File: config.mk
export PLATFORM = sky130hd
export DESIGN_NAME = mrps_point_server
export DESIGN_NICKNAME = d
export VERILOG_FILES = /design/src/mrps_point_server.v /design/src/mrps_invert.v
export VERILOG_INCLUDE_DIRS = /design/src
export SDC_FILE = /design/constraint.sdc
export NUM_CORES = 1
export LEC_CHECK = 0
export BUFFER_PORTS_ARGS = -buffer_cell sky130_fd_sc_hd__buf_4
export CORE_MARGIN = 2
export CORE_UTILIZATION = 55
export CTS_CLUSTER_SIZE = 28
export DETAILED_ROUTE_END_ITERATION = 10
export PLACE_DENSITY = 0.81
export SLEW_MARGIN = 20
export SYNTH_ARGS = -nofsm -noshare
export SYNTH_HDL_FRONTEND = slang
export SYNTH_SLANG_ARGS = --single-unit
File: constraint.sdc
create_clock -name sys_clk -period 6.9 [get_ports sys_clk]
set_clock_uncertainty 0.2 [all_clocks]
set_input_delay 0.69 -clock sys_clk [delete_from_list [all_inputs] [get_ports sys_clk]]
set_output_delay 0.69 -clock sys_clk [all_outputs]
set_load 0.02 [all_outputs]
File: src/mrps_map.vh
// Address map, codes and timing constants of the Modbus point server
`ifndef MRPS_MAP_VH
`define MRPS_MAP_VH
`define MRPS_FC_RD_COIL 8'h01
`define MRPS_FC_RD_DIN 8'h02
`define MRPS_FC_RD_IREG 8'h04
`define MRPS_FC_WR_COIL 8'h05
`define MRPS_EXC_FUNC 8'h01
`define MRPS_EXC_ADDR 8'h02
`define MRPS_EXC_VALUE 8'h03
`define MRPS_EXC_BIT 7
`define MRPS_COIL_FIRST 16'h0200
`define MRPS_COIL_LAST 16'h0218
`define MRPS_COIL_AUX 16'h0207
`define MRPS_COIL_VAUX 16'h020e
`define MRPS_COIL_GRP 16'h0215
`define MRPS_DIN_FIRST 16'h0000
`define MRPS_DIN_LAST 16'h000f
`define MRPS_IREG_FIRST 16'h2000
`define MRPS_IREG_LAST 16'h2003
`define MRPS_CMD_BRK 16'h0200
`define MRPS_CMD_RCL 16'h0201
`define MRPS_CMD_DIST 16'h0202
`define MRPS_CMD_GRP1 16'h0203
`define MRPS_CMD_GRP3 16'h0205
`define MRPS_CMD_GND 16'h0206
`define MRPS_VAL_OFF 16'h0000
`define MRPS_VAL_ON 16'hff00
`define MRPS_THERM_MAX 16'h7ff8
`define MRPS_THERM_PCT 240
// Register port offsets
`define MRPS_REG_CTRL 4'h0
`define MRPS_REG_TIMEOUT 4'h1
`define MRPS_REG_INVERT 4'h2
`define MRPS_REG_STATUS 4'h3
`define MRPS_REG_IRQ_ST 4'h4
`define MRPS_REG_IRQ_MASK 4'h5
`define MRPS_REG_UNLOCK 4'h6
`define MRPS_CTRL_PWEN 0
`define MRPS_TIMEOUT_RST 11'd1440
// One minute in ns needs 36 bits; a plain literal would be cut to 32
`define MRPS_MINUTE_NS 36'hdf8475800
`define MRPS_CLK_NS 50
`define MRPS_MINUTE_CYC (`MRPS_MINUTE_NS / `MRPS_CLK_NS)
`endif

File: src/mrps_point_server.v
// Modbus RTU point server: decode, map check, replies, password gating
//
// Added by the designer: strobed register access and the address map.
`timescale 1ns/1ps
`include "mrps_map.vh"
module mrps_point_server #(
   parameter MINUTE_CYC = `MRPS_MINUTE_CYC,
   parameter NIN = 16
) (
   input wire sys_clk,
   input wire rst_b,
   input wire clk_en,
   // Decoded request from the frame layer
   input wire req_valid,
   input wire [7:0] req_func,
   input wire [15:0] req_addr,
   input wire [15:0] req_count,
   input wire [15:0] req_value,
   input wire rx_activity,
   input wire session_start,
   // Point sources
   input wire [24:0] coil_state,
   input wire [NIN-1:0] phys_in,
   input wire [15:0] meas_ia,
   input wire [15:0] meas_ib,
   input wire [15:0] meas_ic,
   input wire [15:0] meas_va_or_therm,
   input wire therm_model,
   // Reply toward the frame layer
   output reg rsp_valid_q,
   output reg [7:0] rsp_func_q,
   output reg rsp_exc_q,
   output reg [7:0] rsp_exc_code_q,
   output reg [15:0] rsp_data_q,
   // Command pulses, and the held ground block level
   output reg cmd_brk_open_q,
   output reg cmd_brk_close_q,
   output reg cmd_rcl_unlock_q,
   output reg cmd_rcl_lock_q,
   output reg cmd_dist_reset_q,
   output reg [2:0] cmd_group_q,
   output reg gnd_block_q,
   // Register port
   input wire [3:0] reg_addr,
   input wire [15:0] reg_wdata,
   input wire reg_wr,
   input wire reg_rd,
   output reg [15:0] reg_rdata_q,
   output wire irq
);
   ////////////////////////////////////////////////////////////////////////
   reg rear_password_enable_q;
   reg [10:0] rear_inactivity_timeout_q;
   reg [NIN-1:0] invert_q;
   reg unlocked_q;
   // Wide enough for one minute of sys_clk cycles
   reg [35:0] idle_cyc_q;
   reg [10:0] idle_min_q;
   reg [3:0] irq_st_q;
   reg [3:0] irq_mask_q;
   wire [NIN-1:0] din_mapped;
   wire minute_tick = (idle_cyc_q == MINUTE_CYC - 1);
   wire timed_out = minute_tick &&
      (idle_min_q + 11'd1 >= rear_inactivity_timeout_q);

   mrps_invert #(.W(NIN)) u_inv (
      .sys_clk(sys_clk),
      .rst_b(rst_b),
      .clk_en(clk_en),
      .raw_in(phys_in),
      .invert(invert_q),
      .mapped_q(din_mapped)
   );

   ////////////////////////////////////////////////////////////////////////
   // Request decode
   reg exc;
   reg [7:0] exc_code;
   reg [15:0] data;
   reg [15:0] last;
   reg [4:0] coil_idx;
   reg [15:0] therm;
   reg is_cmd;
   // Spans are checked start to end, with a wrap guard
   always @* begin
      exc = 1'b0;
      exc_code = `MRPS_EXC_FUNC;
      data = 16'h0000;
      last = req_addr + req_count - 16'h0001;
      coil_idx = req_addr[4:0] - 5'h00;
      therm = (meas_va_or_therm > `MRPS_THERM_MAX) ?
         `MRPS_THERM_MAX : meas_va_or_therm;
      is_cmd = 1'b0;
      case (req_func)
         `MRPS_FC_RD_COIL: begin
            if (req_count == 16'h0000 || req_addr < `MRPS_COIL_FIRST ||
               last > `MRPS_COIL_LAST || last < req_addr) begin
               exc = 1'b1;
               exc_code = `MRPS_EXC_ADDR;
            end else begin
               // Bit order follows the map: breaker, recloser, aux, groups
               data = {15'h0000, coil_state[coil_idx]};
            end
         end
         `MRPS_FC_RD_DIN: begin
            if (req_count == 16'h0000 || last > `MRPS_DIN_LAST ||
               last < req_addr) begin
               exc = 1'b1;
               exc_code = `MRPS_EXC_ADDR;
            end else begin
               data = din_mapped >> req_addr[3:0];
            end
         end
         `MRPS_FC_RD_IREG: begin
            if (req_count == 16'h0000 || req_addr < `MRPS_IREG_FIRST ||
               last > `MRPS_IREG_LAST || last < req_addr) begin
               exc = 1'b1;
               exc_code = `MRPS_EXC_ADDR;
            end else begin
               case (req_addr[1:0])
                  2'h0: data = meas_ia;
                  2'h1: data = meas_ib;
                  2'h2: data = meas_ic;
                  default: data = therm_model ? therm : meas_va_or_therm;
               endcase
            end
         end
         `MRPS_FC_WR_COIL: begin
            if (req_addr < `MRPS_CMD_BRK || req_addr > `MRPS_CMD_GND) begin
               exc = 1'b1;
               exc_code = `MRPS_EXC_ADDR;
            end else if (req_value != `MRPS_VAL_ON &&
               req_value != `MRPS_VAL_OFF) begin
               exc = 1'b1;
               exc_code = `MRPS_EXC_VALUE;
            end else if (req_value == `MRPS_VAL_OFF &&
               req_addr >= `MRPS_CMD_DIST && req_addr <= `MRPS_CMD_GRP3) begin
               // These points have only an ON action
               exc = 1'b1;
               exc_code = `MRPS_EXC_ADDR;
            end else begin
               is_cmd = 1'b1;
               data = req_value;
            end
         end
         default: begin
            exc = 1'b1;
            exc_code = `MRPS_EXC_FUNC;
         end
      endcase
   end

   // Locked sessions are silently dropped, like a missing password
   wire allowed = !rear_password_enable_q || unlocked_q;
   wire take = clk_en && req_valid && allowed;
   wire on = (req_value == `MRPS_VAL_ON);
   // Offset from the first group point; only 0 to 2 reach the shift
   wire [15:0] grp_off = req_addr - `MRPS_CMD_GRP1;

   ////////////////////////////////////////////////////////////////////////
   // Reply and command outputs
   always @(posedge sys_clk) begin
      if (!rst_b) begin
         rsp_valid_q <= 1'b0;
         rsp_func_q <= 8'h00;
         rsp_exc_q <= 1'b0;
         rsp_exc_code_q <= 8'h00;
         rsp_data_q <= 16'h0000;
         cmd_brk_open_q <= 1'b0;
         cmd_brk_close_q <= 1'b0;
         cmd_rcl_unlock_q <= 1'b0;
         cmd_rcl_lock_q <= 1'b0;
         cmd_dist_reset_q <= 1'b0;
         cmd_group_q <= 3'h0;
         gnd_block_q <= 1'b0;
      end else if (clk_en) begin
         rsp_valid_q <= take;
         cmd_brk_open_q <= 1'b0;
         cmd_brk_close_q <= 1'b0;
         cmd_rcl_unlock_q <= 1'b0;
         cmd_rcl_lock_q <= 1'b0;
         cmd_dist_reset_q <= 1'b0;
         cmd_group_q <= 3'h0;
         if (take) begin
            rsp_exc_q <= exc;
            rsp_exc_code_q <= exc ? exc_code : 8'h00;
            rsp_func_q <= req_func | (exc ? 8'h80 : 8'h00);
            rsp_data_q <= data;
            if (is_cmd) begin
               case (req_addr)
                  `MRPS_CMD_BRK: begin
                     cmd_brk_open_q <= !on;
                     cmd_brk_close_q <= on;
                  end
                  `MRPS_CMD_RCL: begin
                     cmd_rcl_unlock_q <= !on;
                     cmd_rcl_lock_q <= on;
                  end
                  `MRPS_CMD_DIST: cmd_dist_reset_q <= 1'b1;
                  `MRPS_CMD_GND: gnd_block_q <= on;
                  default: cmd_group_q <= 3'b001 << grp_off[1:0];
               endcase
            end
         end
      end
   end

   ////////////////////////////////////////////////////////////////////////
   // Inactivity lockout; the frame layer checks the password itself
   always @(posedge sys_clk) begin
      if (!rst_b) begin
         unlocked_q <= 1'b0;
         idle_cyc_q <= 36'h0;
         idle_min_q <= 11'h000;
      end else if (clk_en) begin
         if (session_start || rx_activity) begin
            idle_cyc_q <= 36'h0;
            idle_min_q <= 11'h000;
            if (session_start) begin
               unlocked_q <= 1'b1;
            end
         end else if (unlocked_q) begin
            if (timed_out) begin
               unlocked_q <= 1'b0;
               idle_cyc_q <= 36'h0;
               idle_min_q <= 11'h000;
            end else if (minute_tick) begin
               idle_cyc_q <= 36'h0;
               idle_min_q <= idle_min_q + 11'd1;
            end else begin
               idle_cyc_q <= idle_cyc_q + 36'h1;
            end
         end
      end
   end

   ////////////////////////////////////////////////////////////////////////
   // Register port and interrupt
   // Events: 0 reply, 1 exception, 2 command, 3 lockout
   wire [3:0] ev = {unlocked_q && timed_out && clk_en && !session_start &&
      !rx_activity, take && is_cmd && !exc, take && exc, take};
   wire st_rd = clk_en && reg_rd && reg_addr == `MRPS_REG_IRQ_ST;
   assign irq = |(irq_st_q & irq_mask_q);
   always @(posedge sys_clk) begin
      if (!rst_b) begin
         rear_password_enable_q <= 1'b0;
         rear_inactivity_timeout_q <= `MRPS_TIMEOUT_RST;
         invert_q <= {NIN{1'b0}};
         irq_st_q <= 4'h0;
         irq_mask_q <= 4'h0;
         reg_rdata_q <= 16'h0000;
      end else if (clk_en) begin
         // Set wins over the read clear
         irq_st_q <= (st_rd ? 4'h0 : irq_st_q) | ev;
         if (reg_wr) begin
            case (reg_addr)
               `MRPS_REG_CTRL:
                  rear_password_enable_q <= reg_wdata[`MRPS_CTRL_PWEN];
               // Out-of-range minutes are ignored, old period kept
               `MRPS_REG_TIMEOUT:
                  if (reg_wdata[10:0] >= 11'd1 && reg_wdata[10:0] <= 11'd1440)
                     rear_inactivity_timeout_q <= reg_wdata[10:0];
               `MRPS_REG_INVERT: invert_q <= reg_wdata[NIN-1:0];
               `MRPS_REG_IRQ_MASK: irq_mask_q <= reg_wdata[3:0];
               default: ;
            endcase
         end
         reg_rdata_q <= 16'h0000;
         if (reg_rd) begin
            case (reg_addr)
               `MRPS_REG_CTRL:
                  reg_rdata_q <= {15'h0000, rear_password_enable_q};
               `MRPS_REG_TIMEOUT:
                  reg_rdata_q <= {5'h00, rear_inactivity_timeout_q};
               `MRPS_REG_INVERT: reg_rdata_q <= invert_q;
               `MRPS_REG_STATUS:
                  reg_rdata_q <= {14'h0000, gnd_block_q, unlocked_q};
               `MRPS_REG_IRQ_ST: reg_rdata_q <= {12'h000, irq_st_q};
               `MRPS_REG_IRQ_MASK: reg_rdata_q <= {12'h000, irq_mask_q};
               default: reg_rdata_q <= 16'h0000;
            endcase
         end
      end
   end
endmodule // mrps_point_server

File: src/mrps_invert.v
// Per-input direct or inverted mapping stage, registered
`timescale 1ns/1ps
module mrps_invert #(
   parameter W = 16
) (
   input wire sys_clk,
   input wire rst_b,
   input wire clk_en,
   input wire [W-1:0] raw_in,
   input wire [W-1:0] invert,
   output reg [W-1:0] mapped_q
);
   always @(posedge sys_clk) begin
      if (!rst_b) begin
         mapped_q <= {W{1'b0}};
      end else if (clk_en) begin
         mapped_q <= raw_in ^ invert;
      end
   end
endmodule // mrps_invert

==> results_dict.tcl <==
set metrics [dict create \
    dp_cells 1726 \
    placeableCoreArea_um2 18500 \
    clock_latency_ns 0.42 \
    worst_setup_margin_ns 1.48 \
    insertedDiodeCount 0 \
    final_min_period_over_clock_period 0.785 \
    first_iter_violations 680 \
    setup.worst_path.class "in -> reg" \
    starting_density 0.557 \
    ys_ff_latch 153 \
    die_h_um 141 \
    crit_required_ns 7.05 \
    drt_pass1_iterations 5 \
    worstHoldPathType "reg -> reg" \
    first_global_vias 9914 \
    postRouteAntennaNets 0 \
    critPathMaxFanout 14 \
    preCtsSetupSlack_ns 1.04 \
    layout.filler_cells 1586 \
    cts.sinks 153 \
    numCtsBuffers 17 \
    post_synth.cell_area_avg_um2 7.87 \
    synth_top_area_cell "dfxtp_1" \
    setup_tns_ns 0 \
    register_area_share_after_synthesis 0.297 \
    post_synth_main_area_contributors "dfxtp_1 (30%), ha_1 (7.0%), nand2_1 (5.3%)" \
    period_needed_ns 5.42 \
    crit_path_start_kind "input pin" \
    most_frequent_cell_after_synthesis "dfxtp_1" \
    outcome "complete, no violations" \
    synthesis.instances 1309 \
    postCtsResizedCells 0 \
    synthArstFlopShare 0 \
    worstPathArrival_ns 5.57 \
    post-synth-top-area-fraction 0.297 \
    most_instantiated_flip_flop_cell_in_the_synthesis_netlist "dfxtp_1" \
    aggregate_global_route_resource_usage 0.309 \
    finalPower_mw 2.35 \
    nNetsFinal 1760 \
    slew_viol_final 0 \
    number_of_antenna_violations_at_the_first_check_in_global_routing 0 \
    dieArea_um2 19900 \
    setup-violations-final 0 \
    edff_count_synth 0 \
    cts_max_level 4 \
    routedWlPerCell_um 17.9 \
    post_synth_instance_area_um2 10300 \
    die_x_um 141 \
    post_layout_nonfiller_instances 1756 \
    ys_types 83 \
    rows 50 \
    fmaxAchievable_mhz 185 \
    netlist_top_cells_count "dfxtp_1 (153), nand2_1 (146), nor2_1 (141), a21oi_1 (102), inv_1 (76)" \
    hold_buffers 0 \
    synthesis.yosys.warnings 0 \
    route.final.wire_length_mm 31.4 \
    clock_tree.buffer_depth 2 \
    boundaryPins 250 \
    rsz0062_at_grt "false" \
    cts_post_setup_buffers_inserted 0 \
    tightestPinTransition_ns 1.08 \
    grt_first_pass_wirelength_mm 49.6 \
    hold_viol 0 \
    p_per_area_nw_per_um2 185 \
    cts_tree "yes" \
    grt_start_max_net_pins 94 \
    avgViaCountPerCell 5.97 \
    global_route.overflow_total 0 \
    gp_congestion 0.939 \
    vias 10500 \
    power.leakage_nw 5.41 \
    worst_setup_path_end_kind "flip-flop" \
    layout-area-overhead-vs-synth_pct 23.6 \
    max-slew-margin-rel 0.273 \
    port-buffer-count 243 \
    drive_above_1_share 0.219 \
    detailed_place_hpwl_mm 24.2 \
    worst_hold_slack_ns 0.258 \
    clock_edge_transition_at_the_registers_on_the_reported_setup_and_hold_paths_ns 0.06 \
    clock-root-buffer "clkbuf_16" \
    ir_drop_mv 0.183 \
    drc 0 \
    maxCapViolations 0 \
]
logic make-up after synthesis:
family	Yosys count	share of synthesized area
simple gates	507	0.240
compound gates	316	0.204
flops	153	0.297
buf+inv	153	0.0602
mux	61	0.0749
fa+ha+maj	59	0.0724
xor+xnor	59	0.0515
other cells	1	0.000364
report_power, final:
group | total [mW] | internal, mW | switching [mW]
logic | 0.564 | 0.246 | 0.318
clock network | 0.881 | 0.512 | 0.369
registers | 0.907 | 0.896 | 0.0111
layer usage:
| metal | part of all wire | vias up | track usage |
|---|---|---|---|
| met5 | 0 | - | 0 |
| met2 | 0.49 | 404 | 0.540 |
| li1 | - | 5096 | - |
| met1 | 0.41 | 4912 | 0.373 |
| met3 | 0.065 | 75 | 0.0537 |
| met4 | 0.036 | 0 | 0.134 |
path summary, 6_finish.rpt:
kind	from	to	slack, ns	cells past startpoint
max	req_addr[0]	rsp_data_q[11]	1.48	21
max reg2reg	idle_min_q[0]	idle_min_q[5]	3.13	14
min reg2reg	rsp_func_q[6]	rsp_func_q[6]	0.26	2
min	rsp_func_q[6]	rsp_func_q[6]	0.26	2
stage by stage:
step / util / cell area (µm²)
after floorplan: - / 10300
after detailed placement: 0.658 / 12200
after global routing: 0.688 / 12700
after global placement: 0.658 / 12200
after CTS: 0.688 / 12700
final: 0.688 / 12700
placed cells by master (no fill, tap or decap), types with 13 or more instances in the layout:
master,instances
nand2_1,146
and3_1,18
nand4_1,22
a22oi_1,15
o22ai_1,14
mux2_2,19
a21oi_1,102
buf_4,250
nor4_1,20
nand2b_1,26
inv_1,76
xnor2_1,33
a21o_1,16
nor2_1,140
nand3_1,43
nor2b_1,13
a211oi_1,32
o21ai_0,43
mux2i_1,31
clkbuf_16,17
ha_1,58
nor3_1,28
dfxtp_1,153
xor2_1,25
cell type report:
class                           count  area (µm²)  share of cell area
Multi-Input combinational cell   1008        6650               0.522
Sequential cell                   153        3060               0.240
Timing Repair Buffer              250        1880               0.147
Clock buffer                       20         457              0.0358
Inverter                           81         304              0.0239
Tap cell                          234         293              0.0230
Clock inverter                     10        96.3             0.00756
critical path, cell delays in order:
cell and delay, ns:
buf_4 0.11, inv_1 0.37, ha_1 0.23, inv_1 0.04, ha_1 0.23, fa_1 0.45, a21o_1 0.25, a22oi_1 0.28
a221oi_2 0.14, a31oi_1 0.20, o311ai_2 0.22, ha_1 0.38, nand4_1 0.11, nor3_1 0.21, o221a_2 0.20, o31ai_1 0.11
nor2_1 0.11, nor4b_4 0.32, nand2_2 0.27, or4_1 0.53, o211ai_1 0.10
sequential cells by signal, indices dropped and copies added (netlist names), 2 cells and up:
name and cells:
idle_min_q 11, rsp_data_q 16, rsp_func_q 8, irq_mask_q 4
idle_cyc_q 36, cmd_group_q 3, u_inv.mapped_q 16, irq_st_q 4
rear_inactivity_timeout_q 11, reg_rdata_q 16, invert_q 16, rsp_exc_code_q 2
Note: power is estimated with default switching activity, not from simulation.
